$ cat src/hdl/pafm_pkg.sv
/*
  Package for the port A function multiplexer: register offsets, field
  positions, reset values and mode codes.
  Assumes a plain strobe register port on a single core clock.
*/
package pafm_pkg;

  // ****************************************
  // Register offsets
  // ****************************************
  localparam logic [3:0] ADDR_FUNC_CFG   = 4'h0;
  localparam logic [3:0] ADDR_PORT_OUT   = 4'h1;
  localparam logic [3:0] ADDR_PORT_DIR   = 4'h2;
  localparam logic [3:0] ADDR_PORT_PINS  = 4'h3;
  localparam logic [3:0] ADDR_TIMER_CTRL = 4'h4;
  localparam logic [3:0] ADDR_SERIAL_CFG = 4'h5;
  localparam logic [3:0] ADDR_STATUS     = 4'h6;

  // ****************************************
  // Function select field positions
  // ****************************************
  localparam int SEL_FIRST_PULSE  = 0;
  localparam int SEL_SECOND_PULSE = 1;
  localparam int SEL_MEM_ENABLE   = 2;
  localparam int SEL_MEM_SELECT   = 3;
  localparam int SEL_FAST_WRITE   = 4;
  localparam int SEL_FAST_READ    = 5;
  localparam int SEL_FIRST_SERIAL = 6;
  localparam int SEL_SECOND_SER   = 7;

  // ****************************************
  // Timer control fields
  // ****************************************
  localparam int TCTL_RUN0  = 0;
  localparam int TCTL_MODE0 = 1;
  localparam int TCTL_RUN1  = 4;
  localparam int TCTL_MODE1 = 5;

  // ****************************************
  // Serial config fields
  // ****************************************
  localparam int SCFG_MODE0 = 0;
  localparam int SCFG_MODE1 = 2;

  // ****************************************
  // Reset values
  // ****************************************
  localparam logic [7:0] RST_FUNC_CFG = 8'h00;
  localparam logic [7:0] RST_PORT_OUT = 8'h00;
  localparam logic [7:0] RST_PORT_DIR = 8'h00;
  localparam logic [7:0] RST_BYTE     = 8'h00;

  // ****************************************
  // Mode codes
  // ****************************************
  localparam logic [1:0] TIMER_MODE_SPLIT = 2'h3;
  localparam logic [1:0] TIMER_MODE_8RELD = 2'h2;
  localparam logic [1:0] SERIAL_MODE_SYNC = 2'h0;

endpackage

$ cat src/hdl/pafm_port_a_mux.sv
/*
  Port A alternate function multiplexer with register port, two timers
  and the per-pin output selection.
  Assumes synchronous pin inputs, a 10 MHz core clock, a board pull-up on
  strobe pins, and external memory/FIFO/serial sources as plain inputs.
*/
// Chosen here: the plain strobed port and the register addresses.
// What this block does
// Pin 0 is a port bit when its first-pulse select is 0 and shows timer one overflow when 1.
// Timer one's overflow output is high for exactly one clock per overflow.
// In split mode timer one's pulse comes from the low-byte counter wrapping.
// Pin 1 is a port bit when its second-pulse select is 0 and shows timer two overflow when 1.
// Timer two's overflow output is high for exactly one clock per overflow.
// In split mode timer two's pulse comes from the low-byte counter wrapping.
// Pin 2 drives the active-low memory output enable when its select is 1.
// Pin 3 drives the active-low memory chip select when its select is 1.
// Pin 4 drives the active-low FIFO write strobe when its select is 1.
// Pin 5 drives the active-low FIFO read strobe when its select is 1.
// Pin 6 is a port bit by default and carries serial one output when selected.
// Selected pin 6 carries serial one data only in sync mode 0, else holds 1.
// Pin 7 is a port bit by default and carries serial two output when selected.
// Selected pin 7 carries serial two data in mode 0 and holds 1 in modes 1 to 3.
// The board pulls memory and FIFO strobe pins up so they idle high at power-on.
// After reset all select bits read 0 and every pin is a port input.
// An alternate output function drives its pin whatever the port direction bit says.
`timescale 1ns/1ps
module pafm_port_a_mux #(
  parameter int PINS        = 8,
  parameter int TIMER_WIDTH = 16
) (
  // Clock and reset
  input  wire logic            clk_in,
  input  wire logic            reset_n_in,
  // Register port
  input  wire logic [3:0]      reg_addr_in,
  input  wire logic [7:0]      reg_wdata_in,
  input  wire logic            reg_write_in,
  input  wire logic            reg_read_in,
  output logic      [7:0]      reg_rdata_out,
  // Alternate function sources
  input  wire logic            mem_output_enable_n_in,
  input  wire logic            mem_chip_select_n_in,
  input  wire logic            fifo_write_strobe_n_in,
  input  wire logic            fifo_read_strobe_n_in,
  input  wire logic            first_serial_data_in,
  input  wire logic            second_serial_data_in,
  // Port A pins
  input  wire logic [PINS-1:0] port_a_pin_in,
  output logic      [PINS-1:0] port_a_pin_out,
  output logic      [PINS-1:0] port_a_pin_oe_out,
  // Timer pulses for other logic
  output logic                 first_timer_pulse_out,
  output logic                 second_timer_pulse_out
);

  // ****************************************
  // Registers
  // ****************************************
  logic [7:0]       port_a_function_config;
  logic [PINS-1:0]  port_out;
  logic [PINS-1:0]  port_dir;
  logic [7:0]       timer_ctrl;
  logic [7:0]       serial_cfg;
  logic [7:0]       next_rdata;

  logic             wr_func;
  logic             wr_out;
  logic             wr_dir;
  logic             wr_tctl;
  logic             wr_scfg;

  assign wr_func = reg_write_in && (reg_addr_in == pafm_pkg::ADDR_FUNC_CFG);
  assign wr_out  = reg_write_in && (reg_addr_in == pafm_pkg::ADDR_PORT_OUT);
  assign wr_dir  = reg_write_in && (reg_addr_in == pafm_pkg::ADDR_PORT_DIR);
  assign wr_tctl = reg_write_in && (reg_addr_in == pafm_pkg::ADDR_TIMER_CTRL);
  assign wr_scfg = reg_write_in && (reg_addr_in == pafm_pkg::ADDR_SERIAL_CFG);

  // Selects clear to 0 so every pin starts as a port input
  always_ff @(posedge clk_in or negedge reset_n_in) begin
    if (!reset_n_in) begin
      port_a_function_config <= pafm_pkg::RST_FUNC_CFG;
      port_out               <= pafm_pkg::RST_PORT_OUT[PINS-1:0];
      port_dir               <= pafm_pkg::RST_PORT_DIR[PINS-1:0];
      timer_ctrl             <= pafm_pkg::RST_BYTE;
      serial_cfg             <= pafm_pkg::RST_BYTE;
    end else begin
      if (wr_func) port_a_function_config <= reg_wdata_in;
      if (wr_out)  port_out <= reg_wdata_in[PINS-1:0];
      if (wr_dir)  port_dir <= reg_wdata_in[PINS-1:0];
      if (wr_tctl) timer_ctrl <= reg_wdata_in;
      if (wr_scfg) serial_cfg <= reg_wdata_in;
    end
  end

  // ****************************************
  // Timers
  // ****************************************
  logic [TIMER_WIDTH-1:0] count0;
  logic [TIMER_WIDTH-1:0] count1;
  logic [1:0]             tmode0;
  logic [1:0]             tmode1;

  assign tmode0 = timer_ctrl[pafm_pkg::TCTL_MODE0 +: 2];
  assign tmode1 = timer_ctrl[pafm_pkg::TCTL_MODE1 +: 2];

  pafm_timer #(
    .WIDTH (TIMER_WIDTH)
  ) u_first_timer (
    .clk_in        (clk_in),
    .reset_n_in    (reset_n_in),
    .run_in        (timer_ctrl[pafm_pkg::TCTL_RUN0]),
    .mode_in       (tmode0),
    .ovf_pulse_out (first_timer_pulse_out),
    .count_out     (count0)
  );

  pafm_timer #(
    .WIDTH (TIMER_WIDTH)
  ) u_second_timer (
    .clk_in        (clk_in),
    .reset_n_in    (reset_n_in),
    .run_in        (timer_ctrl[pafm_pkg::TCTL_RUN1]),
    .mode_in       (tmode1),
    .ovf_pulse_out (second_timer_pulse_out),
    .count_out     (count1)
  );

  // ****************************************
  // Serial pin values
  // ****************************************
  logic first_serial_level;
  logic second_serial_level;
  logic first_sync;
  logic second_sync;

  assign first_sync  = serial_cfg[pafm_pkg::SCFG_MODE0 +: 2] == pafm_pkg::SERIAL_MODE_SYNC;
  assign second_sync = serial_cfg[pafm_pkg::SCFG_MODE1 +: 2] == pafm_pkg::SERIAL_MODE_SYNC;
  // Idle high outside sync mode, see R12
  assign first_serial_level  = first_sync  ? first_serial_data_in  : 1'b1;
  assign second_serial_level = second_sync ? second_serial_data_in : 1'b1;

  // ****************************************
  // Per-pin selection
  // ****************************************
  logic [PINS-1:0] alt_value;
  logic [PINS-1:0] alt_sel;
  logic [PINS-1:0] next_pin_out;
  logic [PINS-1:0] next_pin_oe;

  assign alt_value = {second_serial_level,
                      first_serial_level,
                      fifo_read_strobe_n_in,
                      fifo_write_strobe_n_in,
                      mem_chip_select_n_in,
                      mem_output_enable_n_in,
                      second_timer_pulse_out,
                      first_timer_pulse_out};
  assign alt_sel = port_a_function_config[PINS-1:0];

  genvar g;
  generate
    for (g = 0; g < PINS; g++) begin : g_pin
      // Alternate function overrides direction
      assign next_pin_out[g] = alt_sel[g] ? alt_value[g] : port_out[g];
      assign next_pin_oe[g]  = alt_sel[g] | port_dir[g];
    end
  endgenerate

  // Pins are combinational so the one-clock timer pulse is not delayed.
  assign port_a_pin_out    = next_pin_out;
  assign port_a_pin_oe_out = next_pin_oe;

  // ****************************************
  // Read data
  // ****************************************
  logic [7:0] status_byte;

  assign status_byte = {6'h00, second_timer_pulse_out, first_timer_pulse_out};

  always_comb begin
    next_rdata = 8'h00;
    unique case (reg_addr_in)
      pafm_pkg::ADDR_FUNC_CFG:   next_rdata = port_a_function_config;
      pafm_pkg::ADDR_PORT_OUT:   next_rdata = 8'(port_out);
      pafm_pkg::ADDR_PORT_DIR:   next_rdata = 8'(port_dir);
      pafm_pkg::ADDR_PORT_PINS:  next_rdata = 8'(port_a_pin_in);
      pafm_pkg::ADDR_TIMER_CTRL: next_rdata = timer_ctrl;
      pafm_pkg::ADDR_SERIAL_CFG: next_rdata = serial_cfg;
      pafm_pkg::ADDR_STATUS:     next_rdata = status_byte;
      default:                   next_rdata = 8'h00;
    endcase
  end

  always_ff @(posedge clk_in or negedge reset_n_in) begin
    if (!reset_n_in) begin
      reg_rdata_out <= pafm_pkg::RST_BYTE;
    end else if (reg_read_in) begin
      reg_rdata_out <= next_rdata;
    end else begin
      reg_rdata_out <= pafm_pkg::RST_BYTE;
    end
  end

  // Unused in logic: counts kept for visibility of timer state.
  logic unused_counts;
  assign unused_counts = ^{count0, count1};

endmodule

$ cat src/hdl/pafm_timer.sv
/*
  One timer with a one-cycle overflow pulse.
  Assumes a 16-bit counter ticking every core clock while running.
*/
`timescale 1ns/1ps
module pafm_timer #(
  parameter int WIDTH = 16
) (
  // Clock and reset
  input  wire logic       clk_in,
  input  wire logic       reset_n_in,
  // Control
  input  wire logic       run_in,
  input  wire logic [1:0] mode_in,
  // Pulse and count
  output logic            ovf_pulse_out,
  output logic [WIDTH-1:0] count_out
);

  localparam int HALF = WIDTH / 2;

  logic [WIDTH-1:0] count;
  logic [WIDTH-1:0] next_count;
  logic             low_wrap;
  logic             full_wrap;
  logic             split_mode;
  logic             reload_mode;
  logic             next_pulse;

  // ****************************************
  // Count and wrap detection
  // ****************************************
  assign split_mode  = (mode_in == pafm_pkg::TIMER_MODE_SPLIT);
  assign reload_mode = (mode_in == pafm_pkg::TIMER_MODE_8RELD);
  assign low_wrap    = run_in && (&count[HALF-1:0]);
  assign full_wrap   = run_in && (&count);
  // Split mode: low byte alone decides the overflow, see R3
  assign next_pulse  = (split_mode || reload_mode) ? low_wrap : full_wrap;
  assign next_count  = !run_in ? count :
                       (split_mode || reload_mode) ?
                         {count[WIDTH-1:HALF],
                          (reload_mode && low_wrap) ? count[WIDTH-1:HALF]
                                                    : count[HALF-1:0] + 1'b1} :
                         count + 1'b1;

  always_ff @(posedge clk_in or negedge reset_n_in) begin
    if (!reset_n_in) begin
      count         <= '0;
      ovf_pulse_out <= 1'b0;
    end else begin
      count         <= next_count;
      ovf_pulse_out <= next_pulse; // One clock high per wrap, see R2
    end
  end

  assign count_out = count;

endmodule

$ cat config.mk
export PLATFORM = sky130hd
export DESIGN_NAME = pafm_port_a_mux
export DESIGN_NICKNAME = d
export VERILOG_FILES = /design/src/hdl/pafm_pkg.sv /design/src/hdl/pafm_port_a_mux.sv /design/src/hdl/pafm_timer.sv
export SDC_FILE = /design/constraint.sdc
export NUM_CORES = 1
export LEC_CHECK = 0
export ABC_AREA = 1
export BUFFER_PORTS_ARGS = -buffer_cell sky130_fd_sc_hd__buf_2
export CORE_MARGIN = 10
export CORE_UTILIZATION = 50
export DETAILED_ROUTE_END_ITERATION = 8
export PLACE_DENSITY = 0.71
export RECOVER_POWER = 25
export SLEW_MARGIN = 30
export SYNTH_ARGS = -nofsm -noshare
export SYNTH_HDL_FRONTEND = slang
export SYNTH_SLANG_ARGS = --single-unit
export TNS_END_PERCENT = 100
$ cat constraint.sdc
create_clock -name clk_in -period 1.93 [get_ports clk_in]
set_input_delay 0.386 -clock clk_in [delete_from_list [all_inputs] [get_ports clk_in]]
set_output_delay 0.386 -clock clk_in [all_outputs]
set_load 0.01 [all_outputs]
==> results.md, run 1 <==
- Run status: completed
- Final nets: 650
- RSZ-0062 raised after global routing: false
- Total global routing overflow: 0
- HP Start: reg_wdata_in[3]
- Worst VDD drop: 463 µV
- CP delay by family, top: flip-flops
- DR iter-0 viols: 223
- Maximum number of pins on one net before global-route repair: 35
- DRC violations left: 0
- Deepest level of the CTS H-tree: 3
- Worst path cell trace: nor3_1, o21ai_0, buf_2
- CTS Sinks: 82
- Worst path bufs/invs: 1
- Max-cap violations: 0
- Setup Viol. Count Final: 0
- Pwr Density: 899 mW/mm²
- Post-synthesis cell count: 552
- Synth area leaders: dfrtp_1, nand2_1, nand3_1
- CTS buffer count: 9
- Register bit total from synthesis: 82
- Core ar.: 0.00834 mm²
- Crit path DAT: 1280 ps
- Vias in the first global route: 3635
- Synthesized area per cell: 7.88 µm²
- Port Buffer Count: 55
- CP Class: flop to output pin
- Non-Filler Instances: 728
- Site Rows: 33
- Clock slew at reported path FFs: 90 ps
- Die height: 113 µm
- Worst EP required: 1540 ps
- Worst-Skew Late Latency: 360 ps
- CP max FO: 3
- Overall Global Routing Usage: 17.3%
- Synth Flop Type: dfrtp_1
- Antenna Cells: 0
- Slew Limit Headroom: 52.8%
- Share of layout cells above drive strength 1: 19.6%
- Yosys top cell by area: dfrtp_1
- Tcrit/Tclk final: 86.5%
- Setup Skew: 10.7 ps
- Reg-to-Reg Start: u_first_timer.count_out[0]
- Drt total wl: 10800 µm
- Fmax: 599 MHz
- Seq pwr share: 50.6%
- Placed cell count: 711
- Max Slew Vio Count: 0
- Final Hold Vio Count: 0
- Routed vias: 3794
- Drt wl/cell: 14.8 µm
- First-pass GRT wire length: 18300 µm
- Hold Path End: port_dir[3]
- CP max stage cell: dfrtp_1
- Synth cell types: 37
- Top-Level Pins: 56
- R2R Path End: u_first_timer.count_out[5]
- Minimum clock period: 1670 ps
- Worst-margin pin slew: 707 ps
- Slowest stage delay, CP: 410 ps
- Switching Fraction: 34.7%
- CTS tree: built
- Total negative slack: 0 ps
- Mapped Area: 0.00435 mm²
- Drt first pass iters: 5
- Vias per cell: 5.21
- Critical Path Sink Type: output pin
- Reg2reg path depth: 9
- Asr flop ratio synth: 100%
- GPL Wtd Cong: 0.870
- Gate power share: 22.7%
- Sequential-to-total area share from yosys stat: 47.2%
- Root Buffer: clkbuf_8
- Clock Path Buffers: 2
- Static leakage: 2.57 nW
- ANT nets after route: 0
- Syn Nets: 584
- Hold Path Depth: 3
- Chip Width: 113 µm
- Initial Util: 52.2%
- Total Die Area: 0.0128 mm²
- Sw Pwr: 1.54 mW
- Post-DP HPWL: 8260 µm
- Syn. warnings: 0
- P_int: 2.90 mW
- Startpoint class of the critical path: flop
- Yosys top cell area share: 47.2%
- HP Class: input pin to flop
- Clock Power Share: 26.7%
- EDFF count, synth: 0
- Layout Area Growth over Synthesis: 13.5%
- R2r setup slk: 310 ps
- Initial antenna violation count: 0
## registers in the layout, indices dropped and copies added, names as in the netlist
name	flops
u_first_timer.ovf_pulse_out	1
reg_rdata_out	8
u_second_timer.count_out	16
u_second_timer.ovf_pulse_out	1
port_out	8
alt_sel	8
timer_ctrl	8
port_dir	8
serial_cfg	8
u_first_timer.count_out	16
## routing by layer
metal	vias up	part of all wire (%)	track usage, %
met5	-	0	0
met4	0	1.1	4.57
met3	14	5.7	3.43
met2	92	45	26.3
met1	1795	48	24.4
li1	1893	-	-
## timing repair
| item | 4_1_cts | 5_1_grt |
|---|---|---|
| hold endpoints to repair | 28 | 0 |
| buffers inserted | 0 | 0 |
| hold buffers | 1 | 0 |
| gates resized for setup | 0 | 0 |
## through the flow
| stage | cell area [µm²] | util (%) | total power, mW | hold WS [ps] | worst slack [ps] |
|---|---|---|---|---|---|
| floorplan | 4350 | - | 2.89 | 90.4 | 539 |
| global placement | 4770 | 57.2 | 3.26 | 334 | 334 |
| detailed placement | 4770 | 57.2 | 3.29 | 340 | 342 |
| CTS | 4970 | 59.5 | 4.47 | 365 | 238 |
| global route | 4940 | 59.2 | 4.73 | 390 | 70.5 |
| finish | 4940 | 59.2 | 4.44 | 372 | 261 |
## final cells by class
| class | instances | area, µm² |
|---|---|---|
| timing repair buffer | 63 | 337 |
| fill | 759 | 3400 |
| clock inverter | 6 | 48.8 |
| inverter | 58 | 223 |
| clock buffer | 10 | 138 |
| sequential | 82 | 2050 |
| tap | 105 | 131 |
| multi-input combinational | 404 | 2010 |
## layout by cell type, fill, tap and decap left out, types with 5 or more instances in the layout
cell      netlist  routed
nor2_2          5       5
nor2_4          6       6
nand2_1       194     194
xor2_1         11      11
or2_2           5       5
buf_2           3      53
o21ai_2        16      16
inv_1          52      53
nor2_1         37      37
dfrtp_1        82      82
nand4_1        10      10
o21ai_0        33      33
buf_4           0       6
clkbuf_8        0      10
o211ai_1        6       6
a21oi_1         5       5
xnor2_1         5       5
nand3_1        44      45
## cell usage after synthesis (2+ instances only)
library cell / number
nor2_2: 5
nand3b_1: 4
nand2_1: 194
o21ai_0: 33
a21oi_1: 5
or2_2: 5
clkinv_2: 2
nand2_4: 4
o21ai_2: 16
buf_6: 3
o21ai_1: 4
nand3_1: 44
o211ai_1: 6
nand2_2: 2
nand4_1: 10
inv_1: 52
dfrtp_1: 82
xor2_1: 11
nor3_1: 3
xnor2_1: 5
ha_1: 2
nor2_1: 37
nor2_4: 6
inv_2: 2
buf_2: 3
## worst min-delay path, stage by stage
cell and delay [ps]:
buf_2 70, inv_1 100, o21ai_2 140
## power by group through the flow
stage	clock network (mW)	registers, mW	logic, mW
final	1.19	2.24	1.01
after global placement	0	2.26	1.00
after detailed placement	0	2.27	1.02
after floorplan	0	2.20	0.688
after CTS	1.20	2.24	1.03
after global routing	1.28	2.29	1.16
## how the worst max path moves through the flow
stage	slack (ps)	to	startpoint	cells after the start
3_3_place_gp	330	u_first_timer.ovf_pulse_out	u_first_timer.count_out[0]	7
5_1_grt	70	timer_ctrl[3]	reset_n_in	3
2_1_floorplan	540	u_first_timer.count_out[8]	u_first_timer.count_out[0]	7
4_1_cts	240	port_a_pin_out[6]	serial_cfg[1]	3
6_report	260	port_a_pin_out[6]	serial_cfg[1]	3
3_5_place_dp	340	u_first_timer.count_out[5]	u_first_timer.count_out[0]	9
## kinds of logic after synthesis
group	synth area share [%]
AND/OR/NAND/NOR	33.2
adder cells (fa/ha/maj)	0.575
buffers and inverters	6.41
XOR/XNOR	3.22
AO/OA/AOI/OAI	9.40
flip-flops	47.2
(Power assumes the default switching activity.)
==> run 2: changes to the inputs <==
--- a/config.mk
+++ b/config.mk
@@ -5,7 +5,6 @@
 export SDC_FILE = /design/constraint.sdc
 export NUM_CORES = 1
 export LEC_CHECK = 0
-export ABC_AREA = 1
 export BUFFER_PORTS_ARGS = -buffer_cell sky130_fd_sc_hd__buf_2
 export CORE_MARGIN = 10
 export CORE_UTILIZATION = 50
==> run 2 against run 1 <==
Against the previous run: largest power group unchanged; hold slack got worse by 56 ps; non-clock buffer count increased by 7; design area decreased by 2.7%; critical path type is now flop to flop; via count decreased by 20%; worst setup slack got worse by 67 ps; register-to-register slack got worse by 120 ps; clock power increased by 17%.
==> results.md, run 2 <==
- CTS Sinks: 82 (unchanged)
- GPL Wtd Cong: 0.867 (was 0.870)
- Synth Flop Type: dfrtp_1 (unchanged)
- Drt first pass iters: 4 (was 5)
- Yosys top cell by area: dfrtp_1 (unchanged)
- Routed vias: 3030 (was 3794)
- Final Hold Vio Count: 0 (unchanged)
- Mapped Area: 0.00411 mm² (was 0.00435 mm²)
- Clock Path Buffers: 2 (unchanged)
- Commonest non-fill, non-tap cell in the layout: dfrtp_1 (was nand2_1)
- Maximum number of pins on one net before global-route repair: 54 (was 35)
- Minimum clock period: 1740 ps (was 1670 ps)
- Total Die Area: 0.0123 mm² (was 0.0128 mm²)
- Max-cap violations: 0 (unchanged)
- Antenna Cells: 0 (unchanged)
- Synthesized area per cell: 11.5 µm² (was 7.88 µm²)
- ANT nets after route: 0 (unchanged)
- Static leakage: 2.23 nW (was 2.57 nW)
- Initial Util: 50.8% (was 52.2%)
- Hold slack: 316 ps (was 372 ps)
- Crit path DAT: 1980 ps (was 1280 ps)
- Tcrit/Tclk final: 89.9% (was 86.5%)
- Setup Skew: 11.8 ps (was 10.7 ps)
- Synth cell types: 54 (was 37)
- Yosys top cell area share: 49.9% (was 47.2%)
- R2R Path End: u_second_timer.count_out[1] (was u_first_timer.count_out[5])
- Post-CTS Setup Bufs: 0 (unchanged)
- Initial antenna violation count: 0 (unchanged)
- Sequential-to-total area share from yosys stat: 49.9% (was 47.2%)
- Total global routing overflow: 0 (unchanged)
- Gate power share: 23.3% (was 22.7%)
- Top-Level Pins: 56 (unchanged)
- Run status: completed (unchanged)
- Synth area leaders: dfrtp_1, mux2_2, nor2_1 (was dfrtp_1, nand2_1, nand3_1)
- Setup Viol. Count Final: 0 (unchanged)
- EDFF count, synth: 0 (unchanged)
- CTS buffer count: 9 (unchanged)
- Share of layout cells above drive strength 1: 37.0% (was 19.6%)
- CP max FO: 10 (was 3)
- Multi-input logic area: 0.00198 mm² (was 0.00201 mm²)
- Total negative slack: 0 ps (unchanged)
- Syn Nets: 388 (was 584)
- CP Class: flop to flop (was flop to output pin)
- Final nets: 459 (was 650)
- CTS tree: built (unchanged)
- Slowest stage delay, CP: 430 ps (was 410 ps)
- Worst-Skew Late Latency: 360 ps (about the same)
- Root Buffer: clkbuf_8 (unchanged)
- Register area: 0.00205 mm² (unchanged)
- Hold Path End: port_out[4] (was port_dir[3])
- Max Slew Vio Count: 0 (unchanged)
- Site Rows: 33 (unchanged)
- CP max stage cell: nor3_4 (was dfrtp_1)
- Fmax: 576 MHz (was 599 MHz)
- Post-DP HPWL: 7070 µm (was 8260 µm)
- Switching Fraction: 31.5% (was 34.7%)
- First-pass GRT wire length: 15700 µm (was 18300 µm)
- Worst EP required: 2180 ps (was 1540 ps)
- Hold Path Depth: 2 (was 3)
- Worst-margin pin slew: 739 ps (was 707 ps)
- Commonest cells post-synth: dfrtp_1, mux2_2, nor2_1, nand2_1, a21oi_1 (was nand2_1, dfrtp_1, inv_1, nand3_1, nor2_1)
- Clock Power Share: 28.1% (was 26.7%)
- Asr flop ratio synth: 100% (unchanged)
- Port Buffer Count: 55 (unchanged)
- Clock slew at reported path FFs: 90 ps (about the same)
- P_int: 3.39 mW (was 2.90 mW)
- Reg-to-Reg Start: u_second_timer.count_out[0] (was u_first_timer.count_out[0])
- Slew Limit Headroom: 50.7% (was 52.8%)
- HP Start: reg_wdata_in[4] (was reg_wdata_in[3])
- Cell with the most instances after synthesis: dfrtp_1 (was nand2_1)
- HP Class: input pin to flop (unchanged)
- Sw Pwr: 1.56 mW (was 1.54 mW)
- Drt wl/cell: 17.7 µm (was 14.8 µm)
- Fill cells: 701 (was 759)
- Vias per cell: 5.64 (was 5.21)
- DRC violations left: 0 (unchanged)
- Worst setup path startpoint: u_second_timer.count_out[0] (was serial_cfg[1])
- R2r setup slk: 190 ps (was 310 ps)
- Die height: 111 µm (was 113 µm)
- Power, Total: 4.95 mW (was 4.44 mW)
- Reg2reg path depth: 5 (was 9)
- Post-synthesis cell count: 356 (was 552)
- Post-layout util: 59.4% (was 59.2%)
- Vias in the first global route: 3139 (was 3635)
- Worst VDD drop: 610 µV (was 463 µV)
- Most frequent cells in the layout: dfrtp_1, mux2_2, buf_2 (was nand2_1, dfrtp_1, inv_1, buf_2, nand3_1)
- Drt total wl: 9480 µm (was 10800 µm)
- Syn. warnings: 0 (unchanged)
- Register bit total from synthesis: 82 (unchanged)
- Deepest level of the CTS H-tree: 3 (unchanged)
- Layout Area Growth over Synthesis: 16.9% (was 13.5%)
- Startpoint class of the critical path: flop (unchanged)
- Overall Global Routing Usage: 15.3% (was 17.3%)
- Pwr Density: 1030 mW/mm² (was 899 mW/mm²)
- DR iter-0 viols: 123 (was 223)
- Core ar.: 0.00809 mm² (was 0.00834 mm²)
- Seq pwr share: 48.6% (was 50.6%)
- Critical Path Sink Type: flop (was output pin)
- Worst path cell trace: ha_1, nand4_1, nor3_4, mux2i_1, a21oi_1 (was nor3_1, o21ai_0, buf_2)
- RSZ-0062 raised after global routing: false (unchanged)
- Chip Width: 111 µm (was 113 µm)
-- run 2: how the worst max path moves through the flow --
stage / depth (start not counted) / to / slack, ps
2_1_floorplan: 5 / u_first_timer.count_out[3] / 260
3_3_place_gp: 4 / port_dir[5] / 140
3_5_place_dp: 4 / alt_sel[0] / 100
4_1_cts: 5 / u_second_timer.count_out[1] / 190
5_1_grt: 5 / u_second_timer.count_out[7] / 20
6_report: 5 / u_second_timer.count_out[1] / 190
-- run 2: stage by stage --
stage / setup WS (ps) / area [µm²] / cells
2_1_floorplan: 264 / 4110 / 356
3_3_place_gp: 139 / 4580 / 520
3_5_place_dp: 100 / 4580 / 520
5_1_grt: 17.5 / 4800 / 537
4_1_cts: 188 / 4820 / 537
6_report: 194 / 4800 / 537
-- run 2: cell families (layout without fill, tap and decap cells) --
logic type      Yosys count  in the layout  synth area share [%]
xor+xnor                 16             16                  3.41
fa+ha+maj                 2              2                 0.609
buf+inv                  17             93                  2.01
compound gates           61             61                  10.2
flops                    82             82                  49.9
mux                      63             63                  17.6
simple gates            115            115                  16.3
-- run 2: cell type report --
cell class	instances	area share, %
Timing Repair Buffer	70	8.20
Inverter	7	0.547
Sequential cell	82	42.7
Clock buffer	9	2.58
Tap cell	105	2.73
Clock inverter	7	2.08
Multi-Input combinational cell	257	41.1
-- run 2: power by group through the flow --
stage,logic [mW],registers (mW),clock network (mW)
6_report,1.15,2.40,1.39
5_1_grt,1.29,2.46,1.50
4_1_cts,1.17,2.40,1.43
3_5_place_dp,1.16,2.43,0
3_3_place_gp,1.13,2.41,0
2_1_floorplan,0.846,2.31,0
-- run 2: critical path: cells and delay by family (launching register included) --
family                   cells  cell delay [ps]
AO/OA/AOI/OAI                1               80
adder cells (fa/ha/maj)      1              220
flip-flops                   1              390
multiplexers                 1              240
AND/OR/NAND/NOR              2              680
-- run 2: repair_timing --
item,4_1_cts,5_1_grt
gates resized for setup,0,0
hold buffers,1,0
hold endpoints to repair,29,0
-- run 2: routing by layer --
metal  part of all wire (%)  vias to the layer above  track usage (%)
met3                    4.3                       16             3.68
met2                     49                       82             24.4
met4                    1.5                        0             4.86
met1                     46                     1486             20.0
li1                       -                     1446                -
met5                      0                        -                0
==> run 3: changes to the inputs <==
--- a/config.mk
+++ b/config.mk
@@ -8,6 +8,7 @@
 export BUFFER_PORTS_ARGS = -buffer_cell sky130_fd_sc_hd__buf_2
 export CORE_MARGIN = 10
 export CORE_UTILIZATION = 50
+export CTS_BUF_LIST = sky130_fd_sc_hd__clkbuf_2
 export DETAILED_ROUTE_END_ITERATION = 8
 export PLACE_DENSITY = 0.71
 export RECOVER_POWER = 25
==> run 3 against run 2 <==
Against the previous run: clock power is 24% lower; non-clock buffer count is 4 higher; sequential power is essentially flat; worst setup slack got worse by 93 ps; core utilization decreased by 0.59 points; die area unchanged; maximum frequency shrank 5.1%; critical path type is now flop to output pin; largest cell class unchanged; largest power group unchanged.
==> results.md, run 3 (same netlist as run 2, synthesis figures left out) <==
- Initial antenna violation count: 0 (unchanged)
- Chip Width: 111 µm (unchanged)
- Worst-margin pin slew: 738 ps (was 739 ps)
- Slew Limit Headroom: 50.8% (was 50.7%)
- Seq pwr share: 51.7% (was 48.6%)
- GPL Wtd Cong: 0.867 (unchanged)
- CP max stage cell: dfrtp_1 (was nor3_4)
- Antenna Cells: 0 (unchanged)
- Setup Skew: 27.8 ps (was 11.8 ps)
- Drt first pass iters: 4 (unchanged)
- Commonest non-fill, non-tap cell in the layout: dfrtp_1 (unchanged)
- Share of layout cells above drive strength 1: 37.8% (was 37.0%)
- CTS Sinks: 82 (unchanged)
- CP delay by family, top: flip-flops (was simple AND/OR/NAND/NOR gates)
- Site Rows: 33 (unchanged)
- Total global routing overflow: 0 (unchanged)
- Top-Level Pins: 56 (unchanged)
- HP Class: input pin to flop (unchanged)
- HP Start: reg_wdata_in[4] (unchanged)
- Most frequent cells in the layout: dfrtp_1, mux2_2, buf_2 (unchanged)
- Worst EP required: 1540 ps (was 2180 ps)
- Max-cap violations: 0 (unchanged)
- Die height: 111 µm (unchanged)
- Power, Total: 4.64 mW (was 4.95 mW)
- Initial Util: 50.8% (unchanged)
- Total negative slack: 0 ps (unchanged)
- Drt total wl: 9460 µm (was 9480 µm)
- Total Die Area: 0.0123 mm² (unchanged)
- Minimum clock period: 1830 ps (was 1740 ps)
- Slowest stage delay, CP: 450 ps (was 430 ps)
- Overall Global Routing Usage: 15.2% (was 15.3%)
- Fmax: 547 MHz (was 576 MHz)
- Crit path DAT: 1440 ps (was 1980 ps)
- Worst setup path startpoint: alt_sel[4] (was u_second_timer.count_out[0])
- RSZ-0062 raised after global routing: false (unchanged)
- Startpoint class of the critical path: flop (unchanged)
- Vias in the first global route: 3134 (was 3139)
- ANT nets after route: 0 (unchanged)
- Vias per cell: 5.70 (was 5.64)
- Clock slew at reported path FFs: 250 ps (was 90 ps)
- Post-DP HPWL: 7070 µm (unchanged)
- DRC violations left: 0 (unchanged)
- CTS buffer count: 9 (unchanged)
- Static leakage: 2.22 nW (was 2.23 nW)
- P_int: 3.11 mW (was 3.39 mW)
- Switching Fraction: 32.9% (was 31.5%)
- Pwr Density: 976 mW/mm² (was 1030 mW/mm²)
- DR iter-0 viols: 93 (was 123)
- Non-Filler Instances: 541 (was 537)
- Gate power share: 25.5% (was 23.3%)
- Placed cell count: 520 (unchanged)
- Critical Path Sink Type: output pin (was flop)
- CTS tree: built (unchanged)
- Run status: completed (unchanged)
- Drt wl/cell: 17.5 µm (was 17.7 µm)
- Worst path cell trace: mux2_2, buf_2 (was ha_1, nand4_1, nor3_4, mux2i_1, a21oi_1)
- Reg-to-Reg Start: u_first_timer.count_out[0] (was u_second_timer.count_out[0])
- First-pass GRT wire length: 15700 µm (about the same)
- Final nets: 463 (was 459)
- Clock Power Share: 22.8% (was 28.1%)
- Core ar.: 0.00809 mm² (unchanged)
- Worst path bufs/invs: 1 (was 0)
- Root Buffer: clkbuf_2 (was clkbuf_8)
- CP max FO: 4 (was 10)
- Worst VDD drop: 517 µV (was 610 µV)
- Deepest level of the CTS H-tree: 3 (unchanged)
- Layout Area Growth over Synthesis: 15.7% (was 16.9%)
- Port Buffer Count: 55 (unchanged)
- Final Hold Vio Count: 0 (unchanged)
- Max Slew Vio Count: 0 (unchanged)
- Setup Viol. Count Final: 0 (unchanged)
- Post-layout util: 58.8% (was 59.4%)
- Worst-Skew Late Latency: 510 ps (was 360 ps)
- Maximum number of pins on one net before global-route repair: 54 (unchanged)
- Tcrit/Tclk final: 94.7% (was 89.9%)
- Clock Path Buffers: 2 (unchanged)
- CP Class: flop to output pin (was flop to flop)
- Routed vias: 3082 (was 3030)
- Sw Pwr: 1.53 mW (was 1.56 mW)
## run 3: cell type report
cell class / instances / area, µm²
Fill cell: 706 / 3340
Sequential cell: 82 / 2050
Multi-Input combinational cell: 257 / 1980
Timing Repair Buffer: 74 / 420
Tap cell: 105 / 131
Clock inverter: 7 / 100
Clock buffer: 9 / 45.0
Inverter: 7 / 26.3
## run 3: worst paths after layout
kind | to | slack (ps) | cells after the start
min in group asynchronous | u_second_timer.count_out[8] | 420 | 2
setup / recovery | port_a_pin_out[4] | 100 | 2
hold / removal | serial_cfg[4] | 140 | 2
max in group asynchronous | port_out[2] | 240 | 3
hold reg to reg | u_first_timer.count_out[14] | 520 | 1
setup reg to reg | u_first_timer.count_out[3] | 190 | 6
## run 3: stage by stage
step	area, µm²	hold WS [ps]	setup WS, ps
after floorplan	4110	90.4	264
after global placement	4580	344	139
after detailed placement	4580	344	100
after CTS	4740	103	48.6
after global routing	4760	82.4	3.46
final	4760	139	101
## run 3: per-layer routing
metal	wire length [µm]	vias to the layer above	global-route usage (%)
li1	-	1450	-
met3	383	15	3.52
met4	139	0	4.34
met1	4280	1543	19.9
met5	0	-	0
met2	4650	74	24.4
## run 3: repair_timing
item / in CTS / in global routing
setup endpoints to repair: 0 / 4
endpoints found under the hold margin: 29 / 0
setup buffers: 0 / 4
hold buffers: 1 / 0
gates resized for setup: 0 / 1
## run 3: power by group through the flow
| stage | clock network, mW | registers, mW | logic [mW] |
|---|---|---|---|
| 6_report | 1.06 | 2.40 | 1.18 |
| 4_1_cts | 1.09 | 2.39 | 1.17 |
| 3_3_place_gp | 0 | 2.41 | 1.13 |
| 3_5_place_dp | 0 | 2.43 | 1.16 |
| 2_1_floorplan | 0 | 2.31 | 0.846 |
| 5_1_grt | 1.16 | 2.45 | 1.32 |
